### src/rtl/charger_pkg.sv
// Purpose: shared constants and types of the charger control block
// Assumes: 100 MHz clock, synchronous active-high reset
// Notes: comparator results arrive as digital levels from the analog side
//
// Overview of operation
// - Source select high means USB host source, low means wall adapter.
// - USB source in buck mode: boost pin high gives 500mA, low 100mA.
// - Boost mode only when mode field is 10 and boost pin high.
// - Charging only when mode field is 01 and charge enable pin low.
// - Applied input limit is the lower of resistor and field limits.
// - Input limit field offers eight settings from 100mA up to 3A.
// - Status changes and faults give one 256us low pulse on interrupt pin; faults only while charging is enabled.
// - Charge status pin low while charging, released when done or disabled.
// - A fault while charging is enabled gives charge status pin a distinct third indication.
// - Good-source low only with input in window, above sleep, limit over 30mA.
// - Charge runs preconditioning, constant current, constant voltage by battery voltage.
// - Constant voltage phase ends when charge current drops below termination.
// - After termination a new cycle starts when battery falls below recharge.
// - Full charge cycles run on their own, software not needed.
// - Either thermistor input out of range suspends charging.
// - Junction above programmable threshold, default 120C, reduces charge current.
// - System held above battery, never below programmable minimum, default 3.5V.
// - Input current or voltage limit reached drives charge current to zero.
// - Load rising further at zero charge current enters battery supplement mode.
package charger_pkg;

	localparam int CLK_MHZ = 100;
	localparam int INT_PULSE_US = 256;
	localparam int INT_PULSE_CYC = INT_PULSE_US * CLK_MHZ;
	localparam int PULSE_CNT_W = 16;

	localparam logic [3:0] OFS_CTRL = 4'h0;
	localparam logic [3:0] OFS_THERM = 4'h4;
	localparam logic [3:0] OFS_STATUS = 4'h8;

	localparam int LIM_LSB = 0;
	localparam int MODE_LSB = 4;
	localparam int TREG_LSB = 0;
	localparam int SYSMIN_LSB = 4;
	localparam int STS_ST_LSB = 0;
	localparam int STS_FLAG_LSB = 8;
	localparam int STS_LIM_LSB = 12;

	localparam logic [2:0] LIM_RST = 3'h2;
	localparam logic [1:0] MODE_RST = 2'h1;
	localparam logic [1:0] TREG_RST = 2'h3;
	localparam logic [2:0] SYSMIN_RST = 3'h5;

	localparam logic [1:0] MODE_CHARGE = 2'h1;
	localparam logic [1:0] MODE_BOOST = 2'h2;
	localparam logic [2:0] LIM_100 = 3'h0;
	localparam logic [2:0] LIM_500 = 3'h2;
	localparam logic [11:0] LIM_FLOOR_MA = 12'h01e;

	typedef enum logic [6:0] {
		ST_IDLE = 7'h01,
		ST_PRE = 7'h02,
		ST_CC = 7'h04,
		ST_CV = 7'h08,
		ST_DONE = 7'h10,
		ST_SUSP = 7'h20,
		ST_FAULT = 7'h40
	} chg_state_t;

	typedef struct packed {
		logic src_usb;
		logic boost_pin;
		logic charge_en_n;
		logic therm_a;
		logic therm_b;
		logic vbat_low;
		logic vbat_at_reg;
		logic ichg_term;
		logic vbat_rechg;
		logic tj_over;
		logic vin_window;
		logic vin_awake;
		logic limit_hit;
		logic load_high;
		logic fault;
		logic [2:0] res_lim;
	} sense_t;

	// synchroniser contents after reset: every pin at its idle level
	localparam sense_t SENSE_RST = '{charge_en_n: 1'b1, default: '0};

	typedef struct packed {
		logic [2:0] lim;
		logic [1:0] mode;
		logic [1:0] treg;
		logic [2:0] sysmin;
		logic ack;
		logic [31:0] rdata;
		chg_state_t st;
		logic int_oe;
		logic stat_oe;
		logic stat_fault;
		logic good_oe;
		logic boost;
		logic chg_en;
		logic [2:0] eff_lim;
		logic chg_reduce;
		logic chg_zero;
		logic supplement;
	} top_state_t;

	// input limit code to milliamps
	function automatic logic [11:0] lim_ma(input logic [2:0] code);
		case (code)
			3'h0: lim_ma = 12'h064;
			3'h1: lim_ma = 12'h096;
			3'h2: lim_ma = 12'h1f4;
			3'h3: lim_ma = 12'h384;
			3'h4: lim_ma = 12'h4b0;
			3'h5: lim_ma = 12'h5dc;
			3'h6: lim_ma = 12'h7d0;
			default: lim_ma = 12'hbb8;
		endcase
	endfunction

	function automatic logic [2:0] lim_min(input logic [2:0] a, input logic [2:0] b);
		lim_min = (a < b) ? a : b;
	endfunction

endpackage

### src/rtl/charger_ctrl.sv
// Purpose: mode select, charge sequencing and status pins of the charger
// Assumes: analog comparators deliver clean levels; pins are asynchronous
// Notes: registers reached over classic Wishbone, 32-bit words
//
// Implementation choices: the placing of the registers and the Wishbone interface to the registers.
module charger_ctrl
	import charger_pkg::*;
#(
	parameter int PULSE_CYC = INT_PULSE_CYC
) (
	// clock and reset
	input wire logic clk_i,
	input wire logic rst_i,
	// wishbone slave
	input wire logic cyc_i,
	input wire logic stb_i,
	input wire logic we_i,
	input wire logic [3:0] adr_i,
	input wire logic [3:0] sel_i,
	input wire logic [31:0] dat_i,
	output logic ack_o,
	output logic [31:0] dat_o,
	// host pins
	input wire logic src_usb_i,
	input wire logic boost_enable_pin_i,
	input wire logic charge_en_n_i,
	// analog sense levels
	input wire logic thermistor_sense_a_i,
	input wire logic thermistor_sense_b_i,
	input wire logic vbat_low_i,
	input wire logic vbat_at_reg_i,
	input wire logic ichg_below_term_i,
	input wire logic vbat_below_rechg_i,
	input wire logic tj_over_reg_i,
	input wire logic vin_in_window_i,
	input wire logic vin_above_sleep_i,
	input wire logic input_limit_reached_i,
	input wire logic load_exceeds_i,
	input wire logic fault_i,
	input wire logic [2:0] current_limit_resistor_pin_i,
	// open-drain status pins
	output logic int_n_o,
	output logic int_oe_o,
	output logic stat_n_o,
	output logic stat_oe_o,
	output logic stat_fault_pd_o,
	output logic good_source_n_o,
	output logic good_source_oe_o,
	// power stage controls
	output logic boost_o,
	output logic charge_en_o,
	output logic [2:0] input_limit_o,
	output logic [1:0] charge_phase_o,
	output logic charge_reduce_o,
	output logic [1:0] treg_code_o,
	output logic [2:0] sysmin_code_o,
	output logic charge_zero_o,
	output logic supplement_o
);

	////////////////////////////////////////////////////////////////////
	// pin synchronisation

	sense_t raw;
	sense_t s;
	logic pulse_act;
	logic int_start;

	always_comb begin
		raw.src_usb = src_usb_i;
		raw.boost_pin = boost_enable_pin_i;
		raw.charge_en_n = charge_en_n_i;
		raw.therm_a = thermistor_sense_a_i;
		raw.therm_b = thermistor_sense_b_i;
		raw.vbat_low = vbat_low_i;
		raw.vbat_at_reg = vbat_at_reg_i;
		raw.ichg_term = ichg_below_term_i;
		raw.vbat_rechg = vbat_below_rechg_i;
		raw.tj_over = tj_over_reg_i;
		raw.vin_window = vin_in_window_i;
		raw.vin_awake = vin_above_sleep_i;
		raw.limit_hit = input_limit_reached_i;
		raw.load_high = load_exceeds_i;
		raw.fault = fault_i;
		raw.res_lim = current_limit_resistor_pin_i;
	end

	level_sync #(
		.W($bits(sense_t)),
		.RST_VAL(SENSE_RST)
	) u_sync (
		.clk_i(clk_i),
		.rst_i(rst_i),
		.d_i(raw),
		.q_o(s)
	);

	int_pulse #(
		.LEN(PULSE_CYC)
	) u_int (
		.clk_i(clk_i),
		.rst_i(rst_i),
		.start_i(int_start),
		.active_o(pulse_act)
	);

	////////////////////////////////////////////////////////////////////
	// mode decode

	top_state_t cur_ff;
	top_state_t nxt_cur;
	logic boost_cond;
	logic chg_cond;
	logic therm_bad;
	logic run_ok;
	logic good_cond;
	logic [2:0] usb_lim;
	logic [2:0] lim_cond;
	logic req;
	logic [31:0] status_word;

	always_comb begin
		boost_cond = (cur_ff.mode == MODE_BOOST) && s.boost_pin;
		// other mode codes fall through with both off
		chg_cond = (cur_ff.mode == MODE_CHARGE) && !s.charge_en_n;
		therm_bad = s.therm_a || s.therm_b;
		run_ok = chg_cond && !s.fault && !therm_bad;
		// usb host source: boost pin picks 500 or 100
		usb_lim = s.boost_pin ? LIM_500 : LIM_100;
		lim_cond = lim_min(cur_ff.lim, s.res_lim);
		if (s.src_usb && !boost_cond) begin
			lim_cond = lim_min(lim_cond, usb_lim);
		end
		good_cond = s.vin_window && s.vin_awake
			&& (lim_ma(lim_cond) > LIM_FLOOR_MA);
	end

	////////////////////////////////////////////////////////////////////
	// next state

	always_comb begin
		nxt_cur = cur_ff;
		req = cyc_i && stb_i && !cur_ff.ack;
		status_word = '0;
		status_word[STS_ST_LSB +: 7] = cur_ff.st;
		status_word[STS_FLAG_LSB +: 4] = {cur_ff.supplement, cur_ff.chg_en,
			cur_ff.boost, cur_ff.good_oe};
		status_word[STS_LIM_LSB +: 3] = cur_ff.eff_lim;

		// bus slave: one wait state, ack for one cycle
		nxt_cur.ack = req;
		nxt_cur.rdata = '0;
		if (req) begin
			case (adr_i)
				OFS_CTRL: begin
					nxt_cur.rdata[LIM_LSB +: 3] = cur_ff.lim;
					nxt_cur.rdata[MODE_LSB +: 2] = cur_ff.mode;
					if (we_i && sel_i[0]) begin
						nxt_cur.lim = dat_i[LIM_LSB +: 3];
						nxt_cur.mode = dat_i[MODE_LSB +: 2];
					end
				end
				OFS_THERM: begin
					nxt_cur.rdata[TREG_LSB +: 2] = cur_ff.treg;
					nxt_cur.rdata[SYSMIN_LSB +: 3] = cur_ff.sysmin;
					if (we_i && sel_i[0]) begin
						nxt_cur.treg = dat_i[TREG_LSB +: 2];
						nxt_cur.sysmin = dat_i[SYSMIN_LSB +: 3];
					end
				end
				OFS_STATUS: begin
					nxt_cur.rdata = status_word;
				end
				default: begin
					nxt_cur.rdata = '0;
				end
			endcase
		end

		// charge sequencer, needs no software once enabled
		if (!chg_cond) begin
			nxt_cur.st = ST_IDLE;
		end else if (s.fault) begin
			nxt_cur.st = ST_FAULT;
		end else if (therm_bad) begin
			nxt_cur.st = ST_SUSP;
		end else begin
			case (cur_ff.st)
				ST_IDLE: begin
					if (s.vbat_low) begin
						nxt_cur.st = ST_PRE;
					end else if (s.vbat_at_reg) begin
						nxt_cur.st = ST_CV;
					end else begin
						nxt_cur.st = ST_CC;
					end
				end
				ST_PRE: begin
					if (!s.vbat_low) begin
						nxt_cur.st = ST_CC;
					end
				end
				ST_CC: begin
					if (s.vbat_low) begin
						nxt_cur.st = ST_PRE;
					end else if (s.vbat_at_reg) begin
						nxt_cur.st = ST_CV;
					end
				end
				ST_CV: begin
					if (s.ichg_term) begin
						nxt_cur.st = ST_DONE;
					end
				end
				ST_DONE: begin
					if (s.vbat_rechg) begin
						nxt_cur.st = ST_IDLE;
					end
				end
				ST_SUSP: begin
					nxt_cur.st = ST_IDLE;
				end
				ST_FAULT: begin
					nxt_cur.st = ST_IDLE;
				end
				default: begin
					nxt_cur.st = ST_IDLE;
				end
			endcase
		end

		// pin drivers
		nxt_cur.int_oe = pulse_act;
		nxt_cur.stat_oe = (cur_ff.st == ST_PRE) || (cur_ff.st == ST_CC)
			|| (cur_ff.st == ST_CV);
		nxt_cur.stat_fault = (cur_ff.st == ST_FAULT);
		nxt_cur.good_oe = good_cond;
		nxt_cur.boost = boost_cond;
		nxt_cur.chg_en = nxt_cur.stat_oe;
		nxt_cur.eff_lim = lim_cond;
		nxt_cur.chg_reduce = s.tj_over;
		nxt_cur.chg_zero = s.limit_hit;
		nxt_cur.supplement = s.limit_hit && s.load_high;
	end

	// a phase change, or a fault arrival while charging is enabled, raises the interrupt
	assign int_start = (nxt_cur.st != cur_ff.st);

	always_ff @(posedge clk_i) begin
		if (rst_i) begin
			cur_ff <= '0;
			cur_ff.lim <= LIM_RST;
			cur_ff.mode <= MODE_RST;
			cur_ff.treg <= TREG_RST;
			cur_ff.sysmin <= SYSMIN_RST;
			cur_ff.st <= ST_IDLE;
		end else begin
			cur_ff <= nxt_cur;
		end
	end

	////////////////////////////////////////////////////////////////////
	// outputs

	assign ack_o = cur_ff.ack;
	assign dat_o = cur_ff.rdata;
	assign int_n_o = 1'b0;
	assign int_oe_o = cur_ff.int_oe;
	assign stat_n_o = 1'b0;
	assign stat_oe_o = cur_ff.stat_oe;
	assign stat_fault_pd_o = cur_ff.stat_fault;
	assign good_source_n_o = 1'b0;
	assign good_source_oe_o = cur_ff.good_oe;
	assign boost_o = cur_ff.boost;
	assign charge_en_o = cur_ff.chg_en;
	assign input_limit_o = cur_ff.eff_lim;
	assign charge_phase_o = {cur_ff.st == ST_CV || cur_ff.st == ST_DONE,
		cur_ff.st == ST_CC || cur_ff.st == ST_DONE};
	assign charge_reduce_o = cur_ff.chg_reduce;
	assign treg_code_o = cur_ff.treg;
	assign sysmin_code_o = cur_ff.sysmin;
	assign charge_zero_o = cur_ff.chg_zero;
	assign supplement_o = cur_ff.supplement;

	////////////////////////////////////////////////////////////////////
	// checks

	property p_boost;
		@(posedge clk_i) disable iff (rst_i)
		##1 boost_o == $past(boost_cond);
	endproperty
	a_boost: assert property (p_boost) else $error("boost enable mismatch");

	property p_mode_off;
		@(posedge clk_i) disable iff (rst_i)
		(cur_ff.mode != MODE_CHARGE && cur_ff.mode != MODE_BOOST) |=> !boost_o ##1 !charge_en_o;
	endproperty
	a_mode_off: assert property (p_mode_off) else $error("odd mode not idle");

	property p_chg_gate;
		@(posedge clk_i) disable iff (rst_i)
		!chg_cond |=> cur_ff.st == ST_IDLE ##1 !charge_en_o;
	endproperty
	a_chg_gate: assert property (p_chg_gate) else $error("charge without enable");

	property p_usb_lim;
		@(posedge clk_i) disable iff (rst_i)
		(s.src_usb && !s.boost_pin) |=> input_limit_o == LIM_100;
	endproperty
	a_usb_lim: assert property (p_usb_lim) else $error("usb 100mA limit lost");

	property p_lim_min;
		@(posedge clk_i) disable iff (rst_i)
		##1 (input_limit_o <= $past(s.res_lim)) && (input_limit_o <= $past(cur_ff.lim));
	endproperty
	a_lim_min: assert property (p_lim_min) else $error("limit above a source");

	property p_stat_fault;
		@(posedge clk_i) disable iff (rst_i)
		cur_ff.st == ST_FAULT |=> stat_fault_pd_o && !stat_oe_o;
	endproperty
	a_stat_fault: assert property (p_stat_fault) else $error("fault not shown");

	property p_stat_chg;
		@(posedge clk_i) disable iff (rst_i)
		(cur_ff.st == ST_CC || cur_ff.st == ST_DONE) |=> stat_oe_o == ($past(cur_ff.st) != ST_DONE);
	endproperty
	a_stat_chg: assert property (p_stat_chg) else $error("status pin wrong");

	property p_therm;
		@(posedge clk_i) disable iff (rst_i)
		(therm_bad && chg_cond && !s.fault) |=> cur_ff.st == ST_SUSP ##1 !charge_en_o;
	endproperty
	a_therm: assert property (p_therm) else $error("no thermistor suspend");

	property p_term;
		@(posedge clk_i) disable iff (rst_i)
		(cur_ff.st == ST_CV && s.ichg_term && run_ok) |=> cur_ff.st == ST_DONE;
	endproperty
	a_term: assert property (p_term) else $error("no termination");

	property p_rechg;
		@(posedge clk_i) disable iff (rst_i)
		(cur_ff.st == ST_DONE && s.vbat_rechg && run_ok) |=> cur_ff.st == ST_IDLE;
	endproperty
	a_rechg: assert property (p_rechg) else $error("no recharge");

	property p_good;
		@(posedge clk_i) disable iff (rst_i)
		##1 good_source_oe_o == $past(good_cond);
	endproperty
	a_good: assert property (p_good) else $error("good source mismatch");

	property p_int_event;
		@(posedge clk_i) disable iff (rst_i)
		(int_start && !pulse_act) |=> ##1 int_oe_o;
	endproperty
	a_int_event: assert property (p_int_event) else $error("event gave no pulse");

	property p_supp;
		@(posedge clk_i) disable iff (rst_i)
		(s.limit_hit && s.load_high) |=> supplement_o && charge_zero_o;
	endproperty
	a_supp: assert property (p_supp) else $error("no supplement");
endmodule

### src/rtl/level_sync.sv
// Purpose: two-flop synchroniser for a bundle of pin levels
// Assumes: inputs are quasi-static levels
// Notes: first stage feeds only the second
module level_sync
	import charger_pkg::*;
#(
	parameter int W = 1,
	parameter logic [W-1:0] RST_VAL = '0
) (
	// clock and reset
	input wire logic clk_i,
	input wire logic rst_i,
	// levels
	input wire logic [W-1:0] d_i,
	output logic [W-1:0] q_o
);
	typedef struct packed {
		logic [W-1:0] meta;
		logic [W-1:0] safe;
	} sync_state_t;

	sync_state_t cur_ff;
	sync_state_t nxt_cur;

	always_comb begin
		nxt_cur.meta = d_i;
		nxt_cur.safe = cur_ff.meta;
	end

	always_ff @(posedge clk_i) begin
		if (rst_i) begin
			cur_ff.meta <= RST_VAL;
			cur_ff.safe <= RST_VAL;
		end else begin
			cur_ff <= nxt_cur;
		end
	end

	assign q_o = cur_ff.safe;
endmodule

### src/rtl/int_pulse.sv
// Purpose: fixed-width interrupt pulse generator
// Assumes: start is a one-cycle pulse on clk_i
// Notes: starts while busy are dropped
module int_pulse
	import charger_pkg::*;
#(
	parameter int LEN = INT_PULSE_CYC
) (
	// clock and reset
	input wire logic clk_i,
	input wire logic rst_i,
	// control
	input wire logic start_i,
	output logic active_o
);
	typedef struct packed {
		logic act;
		logic [PULSE_CNT_W-1:0] cnt;
	} pulse_state_t;

	localparam logic [PULSE_CNT_W-1:0] LAST = PULSE_CNT_W'(LEN - 1);

	pulse_state_t cur_ff;
	pulse_state_t nxt_cur;

	always_comb begin
		nxt_cur = cur_ff;
		if (cur_ff.act) begin
			if (cur_ff.cnt == LAST) begin
				nxt_cur.act = 1'b0;
				nxt_cur.cnt = '0;
			end else begin
				nxt_cur.cnt = cur_ff.cnt + 1'b1;
			end
		end else if (start_i) begin
			nxt_cur.act = 1'b1;
		end
	end

	always_ff @(posedge clk_i) begin
		if (rst_i) begin
			cur_ff <= '0;
		end else begin
			cur_ff <= nxt_cur;
		end
	end

	assign active_o = cur_ff.act;

	property p_pulse_len;
		@(posedge clk_i) disable iff (rst_i)
		$fell(cur_ff.act) |-> $past(cur_ff.cnt) == LAST;
	endproperty
	a_pulse_len: assert property (p_pulse_len) else $error("pulse width wrong");

	property p_no_merge;
		@(posedge clk_i) disable iff (rst_i)
		(cur_ff.act && start_i && cur_ff.cnt != LAST) |=> cur_ff.act && cur_ff.cnt != '0;
	endproperty
	a_no_merge: assert property (p_no_merge) else $error("pulse cut by event");
endmodule

### config.mk
export PLATFORM = sky130hd
export DESIGN_NAME = charger_ctrl
export DESIGN_NICKNAME = d
export VERILOG_FILES = /design/src/rtl/charger_pkg.sv /design/src/rtl/charger_ctrl.sv /design/src/rtl/level_sync.sv /design/src/rtl/int_pulse.sv
export SDC_FILE = /design/constraint.sdc
export NUM_CORES = 1
export LEC_CHECK = 0
export ABC_AREA = 1
export BUFFER_PORTS_ARGS = -buffer_cell sky130_fd_sc_hd__buf_2
export CORE_UTILIZATION = 45
export DETAILED_ROUTE_END_ITERATION = 12
export GPL_TIMING_DRIVEN = 0
export PLACE_DENSITY_LB_ADDON = 0.15
export SLEW_MARGIN = 40
export SYNTH_ARGS = -nofsm -noshare
export SYNTH_HDL_FRONTEND = slang
export SYNTH_HIERARCHICAL = 1
export SYNTH_SLANG_ARGS = --single-unit
### constraint.sdc
create_clock -name clk_i -period 1.8 [get_ports clk_i]
set_input_delay 0.09 -clock clk_i [delete_from_list [all_inputs] [get_ports clk_i]]
set_output_delay 0.09 -clock clk_i [all_outputs]
set_load 0.01 [all_outputs]
==> impl_metrics.toml <==
[die]
die_x_um = 101
io_pins = 118
die_h_um = 101
start_util_pct = 47.3
core_region_area_um2 = 9370
floorplan.die_area_um2 = 10300
standard_cell_rows = 35

[grt]
global_route.usage.total_pct = 17.7
grt_antenna_before_repair = 0
first_global_vias = 3295
globalRoute.totalOverflow = 0
global_route_wire_length_before_repair_mm = 14.2
maximum_number_of_pins_on_one_net_before_global_route_repair = 18

[logic_synthesis]
synthDominantCellAreaShare_pct = 43.3
yosysWarnings = 6
synthDistinctLibCells = 38
ys_seq_area_share_pct = 43.3
synthArstFlopShare_pct = 0
synth-seq-cells = 96
synth_edf_count = 0
post_syn_area_um2 = 4430
netlist.top_cell.by_area = "dfxtp_1"
post_synth_inst_count = 596
ys_dominant_reg_cell = "dfxtp_1"
synthTopCellsByArea = "dfxtp_1 43%, buf_4 10%, nand2_1 9.1%"
synth.avg_cell_area_um2 = 7.44

[drt]
final_antenna_net_count = 0
detail_route.wirelength.met1_mm = 3.76
wl_met3_um = 405
drc_errors = 0
first_pass_iters = 4
met2WireLength_mm = 4.32
dr.first_iter.drc_count = 93
detailroute.via_count = 3686
drt-wirelength-per-cell_um = 9.97
top_layer = "met4"
vias_per_cell = 4.27
routed_wirelength_mm = 8.61

[worst_setup_path]
critical_path_arrival_ns = 1.92
endpoint_kind = "register"
setup.worst_path.class = "reg -> reg"
cpLargestDelayFamily = "simple AND/OR/NAND/NOR gates"
cell_by_cell_trace_of_the_critical_path = "inv_4, nand2_2, nor2_4, nand3_1, nand3_1, nand2_1, nand2_1, nand4_1, nor2_2, nand2_1, nor2_2, nor2_1"
setup.worst_path.start_class = "register"
worst_path_most_repeated_cell = "nand2_1"
crit_path_buffers_inverters = 1
slowest_stage = "dfxtp_4"
worstPathMaxFanout = 7
rrSetupSlack_ns = 0.13
timing.critical_path.required_ns = 2.05
max_stage_delay_ns = 0.37

[sta]
timing_max_transition_violations_final = 0
setup_violations = 0
rsz_0062_raised_after_global_routing = "yes"
worst_pin_slew_ns = 0.537
maxClockFrequency_mhz = 600
worst_slack_ns = 0.133
finalHoldViolations = 0
timing.final.crit_share_pct = 92.6
fin_skew_ns = 0.0110
relSlewSlack_pct = 63.9
layout_min_cycle_time_ns = 1.67

[pwr]
power.density_cell_area_nw_per_um2 = 692
vdd_drop_max_v = 0.000549
power.static_leakage_nw = 2.85

[hold_path]
hold_wc_path_type = "in -> reg"

[placement]
detailed_place_hpwl_mm = 6.30
placed_cells = 811
postPlaceCellArea_um2 = 5000
finalWeightedCongestion = 0.911
io_buffers = 66
placement.setup.worst_slack_ns = -0.0245

[final_layout]
synthToLayoutAreaGrowth_pct = 28.2
antenna_cells_inserted = 0
count_of_placed_standard_cells_in_the_final_layout_fillers_left_out = 864
design.final.nets = 797
non_filler_cell_area_final_um2 = 5690
layout-drive-gt1-share_pct = 31.8

[run]
max_cap_violations = 0

[clocking]
worst_skew_pair.late_latency_ns = 0.37
cts_tree = "done"
cts_max_level = 3
root_buffer = "clkbuf_8"
clock_sinks = 96
ctsLongestPathBuffers = 2
cts_buffers = 9
cts.clk_slew.worst_paths_ns = 0.09

[run_status]
status = "complete, no violations"
==> logic make-up (layout without fill, tap and decap cells) <==
group / after synthesis / after routing / synth area share, %
XOR/XNOR: 8 / 8 / 1.58
buffers and inverters: 167 / 286 / 20.2
AO/OA/AOI/OAI: 19 / 19 / 2.65
other: 1 / 21 / 0.0846
flip-flops: 96 / 96 / 43.3
adder cells (fa/ha/maj): 4 / 4 / 1.13
AND/OR/NAND/NOR: 301 / 301 / 31.0
==> power breakdown <==
group | switching, mW | internal (mW) | total, mW
combinational | 0.207 | 0.204 | 0.411
sequential | 0.0232 | 2.17 | 2.20
clock | 0.764 | 0.568 | 1.33
==> registers in the layout, summed over array words and instances (netlist names) <==
name / cells
dat_o: 14
charge_zero_o: 1
sysmin_code_o: 3
cur_ff: 12
supplement_o: 1
u_sync/cur_ff: 18
u_int/cur_ff: 16
stat_fault_pd_o: 1
u_sync/q_o: 18
treg_code_o: 2
u_int/active_o: 1
int_oe_o: 1
charge_reduce_o: 1
charge_en_o: 1
good_source_oe_o: 1
boost_o: 1
input_limit_o: 3
ack_o: 1
==> cell type report <==
| cell class | instances | area, um^2 |
|---|---|---|
| clock buffers | 11 | 141 |
| repair buffers | 103 | 673 |
| inverters | 95 | 362 |
| plain buffers | 72 | 539 |
| well taps | 129 | 161 |
| fillers | 889 | 3680 |
| flip-flops and latches | 96 | 1940 |
| multi-input cells | 353 | 1820 |
| clock inverters | 5 | 46.3 |
==> timing repair <==
| action | in CTS | in global routing |
|---|---|---|
| setup buffers | 0 | 11 |
| pin swaps | 0 | 23 |
| resized for setup | 2 | 48 |
| endpoints found under the hold margin | 30 | 0 |
| hold buffers | 26 | 0 |
| setup endpoints to repair | 1 | 3 |
==> routing by layer <==
| layer | GRT usage [%] | vias up |
|---|---|---|
| li1 | - | 1983 |
| met1 | 20.3 | 1610 |
| met2 | 32.0 | 82 |
| met3 | 4.90 | 11 |
| met4 | 5.46 | 0 |
| met5 | 0 | - |
==> worst register-to-register path: stages, from the launching register on <==
cell and delay (ns):
dfxtp_4 0.37, inv_4 0.07, nand2_2 0.08, nor2_4 0.21, nand3_1 0.12, nand3_1 0.12, nand2_1 0.08, nand2_1 0.06
nand4_1 0.10, nor2_2 0.13, nand2_1 0.07, nor2_2 0.10, nor2_1 0.04
==> metrics by stage <==
stage / hold slack, ns / util, % / power, mW / setup TNS, ns
finish: 0.0454 / 60.7 / 3.94 / 0
global route: 0.0467 / 60.7 / 4.13 / -0.0380
CTS: 0.0342 / 58.2 / 3.97 / 0
detailed placement: 0.269 / 53.4 / 2.59 / -0.0245
global placement: 0.269 / 53.4 / 2.59 / 0
floorplan: 0.182 / - / 2.50 / 0
==> worst paths after layout <==
check,start,end,depth (start not counted)
worst max-delay path,cur_ff[16],u_int/active_o,12
worst min-delay path,rst_i,u_int/cur_ff[8],2
worst max register to register,cur_ff[16],u_int/active_o,12
worst min register to register,u_sync/cur_ff[27],u_sync/q_o[9],2
==> cells in the final DEF, fill, tap and decap left out, types with 5 or more instances in the layout <==
master,netlist,layout
nand2_1,108,103
nor2_1,105,97
inv_1,92,89
dfxtp_1,96,89
buf_4,62,73
buf_2,2,68
nand3_1,36,32
dlygate4sd3_1,0,26
conb_1,1,21
nor2_2,14,14
nor2_4,3,11
nand2_2,8,11
clkbuf_8,0,10
nand3_2,4,8
xor2_1,7,7
nor3_1,7,6
nand4_1,5,5
o21ai_0,7,5
==> Yosys cell counts (3+ instances only) <==
library cell	instances
nand3_2	4
inv_2	3
buf_6	4
dfxtp_1	96
o21ai_0	7
nor2_1	105
ha_1	4
buf_4	62
inv_1	92
nand3_1	36
nand2_1	108
nor3_1	7
nand2_2	8
nor3_2	3
nor2_4	3
a21oi_1	5
clkbuf_1	3
nand4_1	5
nor2_2	14
xor2_1	7
No activity file was read; power rests on OpenSTA's default activity.
